--- src/shared/lclf_pkg.sv ---
// Purpose: constants, field layouts and types of the lock current-limit fault block
// Assumes: 20 MHz system clock, APB register access with 32-bit data
// Notes: currents are in units of 1/8 A, times in 0.05 ms ticks
package lclf_pkg;
	localparam int CLK_NS = 50;
	localparam int TICK_NS = 50000;
	localparam int TICK_CYCLES = TICK_NS / CLK_NS;
	localparam int RETRY_STEP_NS = 10000000;
	localparam int RETRY_STEP_TICKS = RETRY_STEP_NS / TICK_NS;
	localparam int ADDR_W = 8;
	localparam logic [7:0] OFS_CONFIG = 8'h00;
	localparam logic [7:0] OFS_RETRY = 8'h04;
	localparam logic [7:0] OFS_STATUS = 8'h08;
	localparam logic [7:0] OFS_CLEAR = 8'h0c;
	localparam logic [31:0] CONFIG_RESET = 32'h0000_0000;
	localparam logic [31:0] RETRY_RESET = 32'h0000_0000;
	localparam int CLEAR_BIT = 0;
	localparam logic [3:0] MODE_AUTO_FIRST = 4'h4;
	localparam logic [3:0] MODE_REPORT = 4'h8;

	// lock_fault_config layout, msb first
	typedef struct packed {
		logic parity;
		logic [3:0] torqueLimit;
		logic [3:0] comparatorLockThreshold;
		logic [3:0] adcLockThreshold;
		logic [3:0] lockMode;
		logic [3:0] lockDeglitchTime;
		logic [10:0] otherBits;
	} lclf_cfg_t;

	typedef struct packed {
		logic [23:0] reserved;
		logic [3:0] retryCountLimit;
		logic [3:0] lockRetryInterval;
	} lclf_retry_t;

	typedef enum logic [2:0] {
		GATE_RUN = 3'b000,
		GATE_TRISTATE = 3'b001,
		GATE_RECIRC = 3'b010,
		GATE_HS_BRAKE = 3'b011,
		GATE_LS_BRAKE = 3'b100
	} lclf_gate_t;

	typedef enum logic [1:0] {
		ST_IDLE = 2'b00,
		ST_RETRY = 2'b01,
		ST_LATCHED = 2'b10,
		ST_REPORT = 2'b11
	} lclf_state_t;

	typedef struct packed {
		logic [21:0] reserved;
		logic [3:0] retryCount;
		lclf_gate_t gate;
		lclf_state_t state;
		logic lockCond;
	} lclf_status_t;

	// threshold code to current in 1/8 A
	function automatic logic [6:0] thrEighths(input logic [3:0] code);
		case (code)
			4'h0: thrEighths = 7'h01;
			4'h1: thrEighths = 7'h02;
			4'h2: thrEighths = 7'h04;
			4'he: thrEighths = 7'h38;
			4'hf: thrEighths = 7'h40;
			default: thrEighths = (7'(code) - 7'h01) << 2;
		endcase
	endfunction

	// deglitch code to 0.05 ms ticks
	function automatic logic [14:0] degTicks(input logic [3:0] code);
		case (code)
			4'h0: degTicks = 15'h0001;
			4'h1: degTicks = 15'h0002;
			4'h2: degTicks = 15'h0004;
			4'h3: degTicks = 15'h000a;
			4'h4: degTicks = 15'h0014;
			4'h5: degTicks = 15'h0032;
			4'h6: degTicks = 15'h0064;
			4'h7: degTicks = 15'h0096;
			4'h8: degTicks = 15'h00c8;
			4'h9: degTicks = 15'h01f4;
			4'ha: degTicks = 15'h03e8;
			4'hb: degTicks = 15'h05dc;
			4'hc: degTicks = 15'h07d0;
			4'hd: degTicks = 15'h0fa0;
			4'he: degTicks = 15'h2710;
			default: degTicks = 15'h4e20;
		endcase
	endfunction

	function automatic lclf_gate_t gateOf(input logic [1:0] sel);
		case (sel)
			2'h0: gateOf = GATE_TRISTATE;
			2'h1: gateOf = GATE_RECIRC;
			2'h2: gateOf = GATE_HS_BRAKE;
			default: gateOf = GATE_LS_BRAKE;
		endcase
	endfunction
endpackage

--- src/hw/lclf_lock_fault.sv ---
// Purpose: motor-lock current-limit detection and fault response with auto retry
// Assumes: APB slave, comparator flag arrives asynchronously, ADC samples on this clock
// Notes: gate command and fault indicator come from flip-flops
//
// The APB interface to the registers and the placing of the registers are this design's own decisions.
module lclf_lock_fault #(
	parameter int TICK_LEN = lclf_pkg::TICK_CYCLES
) (
	input wire logic clock,
	input wire logic reset,
	input wire logic psel,
	input wire logic penable,
	input wire logic pwrite,
	input wire logic [lclf_pkg::ADDR_W-1:0] paddr,
	input wire logic [31:0] pwdata,
	output logic [31:0] prdata,
	output logic pready,
	output logic pslverr,
	input wire logic cmpOverPin,
	input wire logic [7:0] adcCurrent,
	input wire logic adcValid,
	output logic [3:0] cmpThreshold,
	output lclf_pkg::lclf_gate_t gateCmd,
	output logic faultN
);
	import lclf_pkg::*;

	lclf_cfg_t lockFaultConfig;
	lclf_retry_t retryCfg;
	lclf_state_t state;
	logic apbAccess;
	logic apbWrite;
	logic mapped;
	logic swClear;
	logic cmpMeta;
	logic cmpSync;
	logic adcAbove;
	logic detectOn;
	logic lockCond;
	logic lockEvent;
	logic [15:0] tickCount;
	logic tick;
	logic [14:0] degCount;
	logic [15:0] retryTimer;
	logic [15:0] retryLen;
	logic retryExpire;
	logic [3:0] retryCount;
	logic limitReached;
	lclf_status_t status;

	// apb slave: zero wait states, unmapped access answers with pslverr
	assign apbAccess = psel && penable;
	assign apbWrite = apbAccess && pwrite;
	assign mapped = paddr == OFS_CONFIG || paddr == OFS_RETRY || paddr == OFS_STATUS ||
		paddr == OFS_CLEAR;
	assign pready = 1'b1;
	assign pslverr = apbAccess && !mapped;
	assign swClear = apbWrite && paddr == OFS_CLEAR && pwdata[CLEAR_BIT];

	always_ff @(posedge clock or posedge reset) begin
		if (reset) begin
			lockFaultConfig <= CONFIG_RESET;
		end else if (apbWrite && paddr == OFS_CONFIG) begin
			lockFaultConfig <= pwdata;
		end
	end

	always_ff @(posedge clock or posedge reset) begin
		if (reset) begin
			retryCfg <= RETRY_RESET;
		end else if (apbWrite && paddr == OFS_RETRY) begin
			retryCfg <= {24'h000000, pwdata[7:0]};
		end
	end

	assign status = '{reserved: '0, retryCount: retryCount, gate: gateCmd, state: state,
		lockCond: lockCond};

	// read data is captured in the setup cycle so it stands through the access phase
	always_ff @(posedge clock or posedge reset) begin
		if (reset) begin
			prdata <= 32'h0000_0000;
		end else if (psel && !penable) begin
			case (paddr)
				OFS_CONFIG: prdata <= lockFaultConfig;
				OFS_RETRY: prdata <= retryCfg;
				OFS_STATUS: prdata <= status;
				default: prdata <= 32'h0000_0000;
			endcase
		end
	end

	assign cmpThreshold = lockFaultConfig.comparatorLockThreshold;

	// comparator flag is asynchronous to this clock
	always_ff @(posedge clock or posedge reset) begin
		if (reset) begin
			cmpMeta <= 1'b0;
			cmpSync <= 1'b0;
		end else begin
			cmpMeta <= cmpOverPin;
			cmpSync <= cmpMeta;
		end
	end

	always_ff @(posedge clock or posedge reset) begin
		if (reset) begin
			adcAbove <= 1'b0;
		end else if (adcValid) begin
			adcAbove <= adcCurrent > {1'b0, thrEighths(lockFaultConfig.adcLockThreshold)};
		end
	end

	// codes above report-only switch detection off entirely
	assign detectOn = lockFaultConfig.lockMode <= MODE_REPORT;
	assign lockCond = detectOn && (cmpSync || adcAbove);

	// 0.05 ms time base; the length is a parameter so simulation can shorten it
	always_ff @(posedge clock or posedge reset) begin
		if (reset) begin
			tickCount <= 16'h0000;
		end else if (tickCount == 16'(TICK_LEN - 1)) begin
			tickCount <= 16'h0000;
		end else begin
			tickCount <= tickCount + 16'h0001;
		end
	end
	assign tick = tickCount == 16'(TICK_LEN - 1);

	// any dip below threshold restarts the deglitch window
	always_ff @(posedge clock or posedge reset) begin
		if (reset) begin
			degCount <= 15'h0000;
		end else if (!lockCond || state != ST_IDLE) begin
			degCount <= 15'h0000;
		end else if (tick && degCount < degTicks(lockFaultConfig.lockDeglitchTime)) begin
			degCount <= degCount + 15'h0001;
		end
	end
	assign lockEvent = state == ST_IDLE && lockCond &&
		degCount >= degTicks(lockFaultConfig.lockDeglitchTime);

	assign retryLen = 16'(({12'h000, retryCfg.lockRetryInterval} + 16'h0001) * RETRY_STEP_TICKS);
	assign retryExpire = state == ST_RETRY && retryTimer >= retryLen;
	assign limitReached = retryCount >= retryCfg.retryCountLimit;

	always_ff @(posedge clock or posedge reset) begin
		if (reset) begin
			retryTimer <= 16'h0000;
		end else if (state != ST_RETRY) begin
			retryTimer <= 16'h0000;
		end else if (tick) begin
			retryTimer <= retryTimer + 16'h0001;
		end
	end

	// a lock event that takes an auto retry beats a software clear arriving in the same cycle
	always_ff @(posedge clock or posedge reset) begin
		if (reset) begin
			retryCount <= 4'h0;
		end else if (lockEvent && lockFaultConfig.lockMode >= MODE_AUTO_FIRST &&
			lockFaultConfig.lockMode < MODE_REPORT && !limitReached) begin
			retryCount <= retryCount + 4'h1;
		end else if (swClear) begin
			retryCount <= 4'h0;
		end
	end

	always_ff @(posedge clock or posedge reset) begin
		if (reset) begin
			state <= ST_IDLE;
		end else if (lockEvent) begin
			if (lockFaultConfig.lockMode == MODE_REPORT) begin
				state <= ST_REPORT;
			end else if (lockFaultConfig.lockMode < MODE_AUTO_FIRST || limitReached) begin
				state <= ST_LATCHED;
			end else begin
				state <= ST_RETRY;
			end
		end else if (swClear || retryExpire) begin
			state <= ST_IDLE;
		end
	end

	// mode bits 1:0 pick the drive action both while retrying and once latched
	always_ff @(posedge clock or posedge reset) begin
		if (reset) begin
			gateCmd <= GATE_RUN;
		end else if (lockEvent && lockFaultConfig.lockMode != MODE_REPORT) begin
			gateCmd <= gateOf(lockFaultConfig.lockMode[1:0]);
		end else if (swClear || retryExpire) begin
			gateCmd <= GATE_RUN;
		end
	end

	always_ff @(posedge clock or posedge reset) begin
		if (reset) begin
			faultN <= 1'b1;
		end else if (lockEvent) begin
			faultN <= 1'b0;
		end else if (swClear || retryExpire) begin
			faultN <= 1'b1;
		end
	end

	// run length of the lock condition in cycles, kept apart from the tick counter so the
	// deglitch checks do not lean on the logic they guard
	logic [31:0] condCycles;
	always_ff @(posedge clock or posedge reset) begin
		if (reset) begin
			condCycles <= 32'h0000_0000;
		end else if (!lockCond || state != ST_IDLE) begin
			condCycles <= 32'h0000_0000;
		end else begin
			condCycles <= condCycles + 32'h0000_0001;
		end
	end
endmodule

--- config.mk ---
export PLATFORM = sky130hd
export DESIGN_NAME = lclf_lock_fault
export DESIGN_NICKNAME = d
export VERILOG_FILES = /design/src/shared/lclf_pkg.sv /design/src/hw/lclf_lock_fault.sv
export SDC_FILE = /design/constraint.sdc
export NUM_CORES = 1
export LEC_CHECK = 0
export ABC_AREA = 1
export BUFFER_PORTS_ARGS = -buffer_cell sky130_fd_sc_hd__buf_4
export CAP_MARGIN = 25
export CORE_MARGIN = 1.5
export CORE_UTILIZATION = 59
export DETAILED_ROUTE_END_ITERATION = 10
export GPL_ROUTABILITY_DRIVEN = 0
export GPL_TIMING_DRIVEN = 0
export HOLD_SLACK_MARGIN = 0.03
export PLACE_DENSITY = 0.83
export SYNTH_ARGS = -nofsm -noshare
export SYNTH_HDL_FRONTEND = slang
export SYNTH_SLANG_ARGS = --single-unit
--- constraint.sdc ---
create_clock -name clock -period 6.29 [get_ports clock]
set_clock_uncertainty 0.2 [all_clocks]
set_input_delay 1.258 -clock clock [delete_from_list [all_inputs] [get_ports clock]]
set_output_delay 1.258 -clock clock [all_outputs]
set_load 0.03 [all_outputs]
After elaboration in Yosys (flattened, before gate mapping) --
Memories as Yosys holds them, arrays and structs flattened. Cells that the tools add are included.
Operators by class: multiply operators 1, order comparisons 9, muxes and demuxes 20, add/subtract/negate cells 6, reductions and logical operators 38, equal/unequal tests 14
Operator list (number):
- $pmux 32 s3 | 1
- $mux 16 | 3
- $mux 15 | 3
- $pmux 7 s5 | 1
- $add 16x1->16 const B | 2
- $logic_and 1x1->1 | 17
- $eq 16x10->1 const B | 1
- $eq 8x4->1 const B | 2
- $ge 16x13->1 | 1
- $add 15x1->15 const B | 1
- $ge 15x15->1 | 1
- $lt 15x15->1 | 1
- $eq 4x4->1 const B | 3
- $reduce_bool 2->1 | 6
- $mul 5x5->10 const B | 1
- $pmux 3 s3 | 1
- $eq 8x3->1 const B | 1
- $gt 8x7->1 | 1
- $logic_not 8->1 | 1
- $mux 2 | 4
- $mux 4 | 2
- $logic_or 1x1->1 | 7
- $mux 7 | 1
- $mux 3 | 2
- other kinds (18) | 24
Storage, ports and cells: word-level logic and storage cells 110, memories 2, ROM bits 448, register bits after elaboration 132, input bits 55, output and inout bits 42
Memory list:
- (no name shown) | depth 16, width 14, read ports 1, clocked after memory_dff 0, write ports 0, RTL line lclf_pkg.sv:75 | case (code)
- (no name shown) | depth 16, width 14, read ports 1, clocked after memory_dff 0, write ports 0, RTL line lclf_pkg.sv:75

Longest topological paths before layout --
depth after elaboration 9, gate-level depth with buffers 24, depth with buffers taken out 23

Worst setup path before layout --
OpenSTA, ideal clock, no wires.
kind input-to-output, from input port paddr[7] (netlist bit), to output port pslverr, path buffers 1, data required time 4.832 ns, stages 5, data arrival time 2.722 ns, setup slack 2.110 ns, cell sequence nor2_1 -> nand2_1 -> nor4_1 -> buf_2 -> nor4_1
On the way: longest elaborated chain between the ends 6, elaborated cells on any way between the ends 9, those cells by class eq/ne: 3; reduce/logical: 6
Ends and longest elaborated chain:
- start: declaration | RTL line lclf_lock_fault.sv:14 | input wire logic [lclf_pkg::ADDR_W-1:0] paddr,
- $eq 8x3->1 or $logic_not 8->1 (tied branches) | RTL line lclf_lock_fault.sv:54 | assign mapped = paddr == OFS_CONFIG || paddr == OFS_RETRY || paddr == OFS_STATUS ||
- $logic_or 1x1->1 (2 in a row) | RTL line lclf_lock_fault.sv:54
- $logic_or 1x1->1 * | RTL line lclf_lock_fault.sv:54
- $logic_not 1->1 * | RTL line lclf_lock_fault.sv:57 | assign pslverr = apbAccess && !mapped;
- $logic_and 1x1->1 * | RTL line lclf_lock_fault.sv:57
- end: declaration | RTL line lclf_lock_fault.sv:18 | output logic pslverr,
Every way passes the cells marked *; elsewhere a longest branch is shown, timed or not.

Worst setup path after layout --
from register retryCfg[2] (netlist bit), to register gateCmd[2]
On the way: longest elaborated chain between the ends 6
Ends and longest elaborated chain:
- start: declaration | RTL line lclf_lock_fault.sv:29 | lclf_retry_t retryCfg;
- start signal: assignment | RTL line lclf_lock_fault.sv:72 | retryCfg <= {24'h000000, pwdata[7:0]};
- $add 4x1->5 | RTL line lclf_lock_fault.sv:143 | assign retryLen = 16'(({12'h000, retryCfg.lockRetryInterval} + 16'h0001) * RETRY_STEP_TICKS);
- $mul 5x5->10 | RTL line lclf_lock_fault.sv:143
- $ge 16x13->1 | RTL line lclf_lock_fault.sv:144 | assign retryExpire = state == ST_RETRY && retryTimer >= retryLen;
- $logic_and 1x1->1 | RTL line lclf_lock_fault.sv:144
- $logic_or 1x1->1 | RTL line lclf_lock_fault.sv:191 | end else if (swClear || retryExpire) begin
- $reduce_bool 2->1 (no line)
- end signal: assignment | RTL line lclf_lock_fault.sv:190 | gateCmd <= gateOf(lockFaultConfig.lockMode[1:0]);
- end: declaration | RTL line lclf_lock_fault.sv:23 | output lclf_pkg::lclf_gate_t gateCmd,
Every way passes these cells. A chain may end at the register's enable or synchronous reset.

==> results.cfg <==
[timing]
period_needed_ns = 4.39
maxSlewHeadroom_pct = 51.0
maxSlewViolCount = 0
setup_viol = 0
hold_viol = 0
rsz0062_at_grt = no
hold_ws_ns = 0.149
setup_ws_ns = 1.90
worst_slew_pin_slew_ns = 0.733
fmax_ghz = 0.228
fin_crit_sh_pct = 69.7

[finish]
final_cell_area_um2 = 9580
drive_above_1_share_pct = 14.6
area_growth_pct = 19.0
nets = 1281
n_antenna_cell = 0

[detailed_routing]
ant_nets = 0
routed_wire_length_per_instance_um = 13.8
route.detailed.drc = 0
routed_wl_um = 18500
firstDrtPassIters = 5
drtIter0Drc = 406
vias_per_cell = 5.38
num_vias = 7241

[grt]
grt_max_degree = 72
grt_pass1_wl_um = 31900
grt_usage_pct = 27.7
grt_remaining_overflow = 0
grt_antenna_before_repair = 0
grt_pass1_vias = 6844

[critical_path]
worstSetupPathType = reg2reg
path_common_cell = ha_1
cp-startpoint = retryCfg[2]
slowest_stage = a21oi_1
crit_chain = clkbuf_1 > nand3_1 > xor2_1 > inv_1 > ha_1 > ha_1 > ha_1 > ha_1 > a31oi_1 > xor2_1 > ha_1 > nand2_1 > inv_1 > nand2_1 > nand2_1 > a21oi_1 > nand3_1 > a21oi_1 > nand3_1 > nand2_1
cp-start-kind = flip-flop
crit_path_max_incr_delay_ns = 0.37
cp_data_arrival_time_ns = 4.55
required_ns = 6.46
r2r_start = retryCfg[2]
worst-path-max-fanout = 6
cp-end-kind = flip-flop

[outcome]
status = complete, no violations

[floorplanning]
placementRows = 42
ios = 97
core_region_area_um2 = 13300
start_util_pct = 60.5
dieHeight_um = 120
die_x_um = 120
dieArea_um2 = 14300

[logic_synthesis]
yosys_warnings = 0
synth.cell_area_um2 = 8040
syn_area_per_cell_um2 = 7.73
synth_seq_cells = 132
synth_cell_types = 40
seq_area_frac_synth_pct = 41.1
postSynthCellCount = 1041
syn_nets = 1166

[cts]
tritoncts = built
hold_buffers = 0
clkLatencyLatePin_ns = 0.43
cts.clk_slew.worst_paths_ns = 0.06
cts_buffers = 17
cts.repair.resized = 0
cts_htree_levels = 4
cts.sinks = 132
cts_root_buffer = clkbuf_16
max-clock-path-buffers = 2
cts_setup_buffers = 0

[pwr]
design_power_total_uw = 1920
leakagePower_uw = 0.00508
peakVddDrop_v = 0.000160
p_seq_share_pct = 44.8
switching_share_pct = 24.2
p_per_area_nw_per_um2 = 201
pwr-share-comb_pct = 5.8
intPower_uw = 1460
pwr-share-clk_pct = 49.4
p_sw_uw = 465

[placed_design]
place_ws_ns = 1.92
io_buffers = 95
post_dp_cell_area_um2 = 9010
dp_hpwl_um = 13600

[run]
drv_cap = 0

[hold_path]
hold_path.startpoint = cmpMeta
holdCritPathClass = reg2reg
final cells by class:
type | count | area [µm²]
Multi-Input combinational cell | 759 | 4130
Tap cell | 176 | 220
Clock buffer | 18 | 439
Buffer | 35 | 180
Inverter | 115 | 437
Timing Repair Buffer | 96 | 741
Fill cell | 1042 | 3720
Clock inverter | 14 | 126
Sequential cell | 132 | 3300
metrics by stage:
| stage | instances | TNS (ns) | util [%] |
|---|---|---|---|
| finish | 1345 | 0 | 72.0 |
| global route | 1345 | 0 | 72.0 |
| CTS | 1345 | 0 | 72.0 |
| detailed placement | 1313 | 0 | 67.8 |
| global placement | 1312 | -19.28 | 67.5 |
| floorplan | 1041 | 0 | - |
worst max-delay path, delay by kind of cell, from the launching register on:
family          cells  cell delay [ns]
buf+inv             3             0.40
xor+xnor            2             0.44
simple gates        7             0.67
compound gates      3             0.81
flops               1             0.32
fa+ha+maj           5             1.48
synthesized netlist by cell type, drive strengths merged:
cell type  number  area [µm²]
o31ai          12        90.1
nor3b           4        30.0
o2111ai         1        8.76
a21o            1        7.51
and2            2        12.5
inv           114         428
ha             70         876
dfstp           1        26.3
nand3         101         505
buf            22         131
conb            1        3.75
xnor2           2        17.5
o21ai          51         285
nand4          21         131
a211oi          1        7.51
and3            1        6.26
nand2         304        1150
nor2           90         340
o221ai          1        8.76
dfrtp         131        3280
clkinv          1        3.75
nor4           11        98.8
o21bai          2        15.0
nand3b          4        30.0
nor3           17        85.1
o211ai          2        15.0
clkbuf         13        48.8
a21oi          29         145
or2             3        18.8
xor2           25         219
a31oi           3        18.8
cells by family after synthesis:
group,count (synthesis),share of synthesized area [%]
AND/OR/NAND/NOR,558,30.0
buffers and inverters,150,7.61
flip-flops,132,41.1
AO/OA/AOI/OAI,103,7.48
adder cells (fa/ha/maj),70,10.9
XOR/XNOR,27,2.94
other,1,0.0466
power by group through the flow:
stage / Clock, µW / Sequential [µW] / Combinational (µW)
2_1_floorplan: 0 / 877 / 59.0
3_3_place_gp: 0 / 876 / 106
3_5_place_dp: 0 / 876 / 111
4_1_cts: 958 / 861 / 112
5_1_grt: 997 / 862 / 125
6_report: 951 / 861 / 111
state kept, by name, indices dropped and copies added (netlist names), 3 cells and up:
name and cells:
retryCount 4, tickCount 16, lockFaultConfig 28, retryCfg 8
gateCmd 3, retryTimer 16, cmpThreshold 4, prdata 32
degCount 15
cells in the final DEF, fill, tap and decap left out, types with 4 or more instances in the layout:
master	instances
a21oi_1	29
buf_2	15
buf_4	101
clkbuf_1	13
clkbuf_16	17
clkinv_2	4
clkinvlp_4	4
dfrtp_1	131
ha_1	70
inv_1	110
inv_6	4
nand2_1	302
nand3_1	101
nand3b_1	4
nand4_1	21
nor2_1	89
nor3_1	17
nor3b_1	4
nor4_1	9
o21ai_0	30
o21ai_1	13
o21ai_2	8
o31ai_1	12
xor2_1	25
metal layers:
layer	share of wire, %	up-vias	global-route usage, %
li1	-	3627	-
met3	5.2	20	5.18
met5	0	-	0
met2	48	199	44.4
met4	1.4	0	8.85
met1	45	3395	38.3
final timing paths:
path                       slack, ns  cells past startpoint       endpoint
min in group asynchronous       0.70                      2  tickCount[11]
max in group asynchronous       4.43                      3         faultN
hold / removal                  0.15                      0        cmpSync
hold reg to reg                 0.15                      0        cmpSync
setup / recovery                1.90                     20     gateCmd[2]
setup reg to reg                1.90                     20     gateCmd[2]
(Power assumes the default switching activity.)
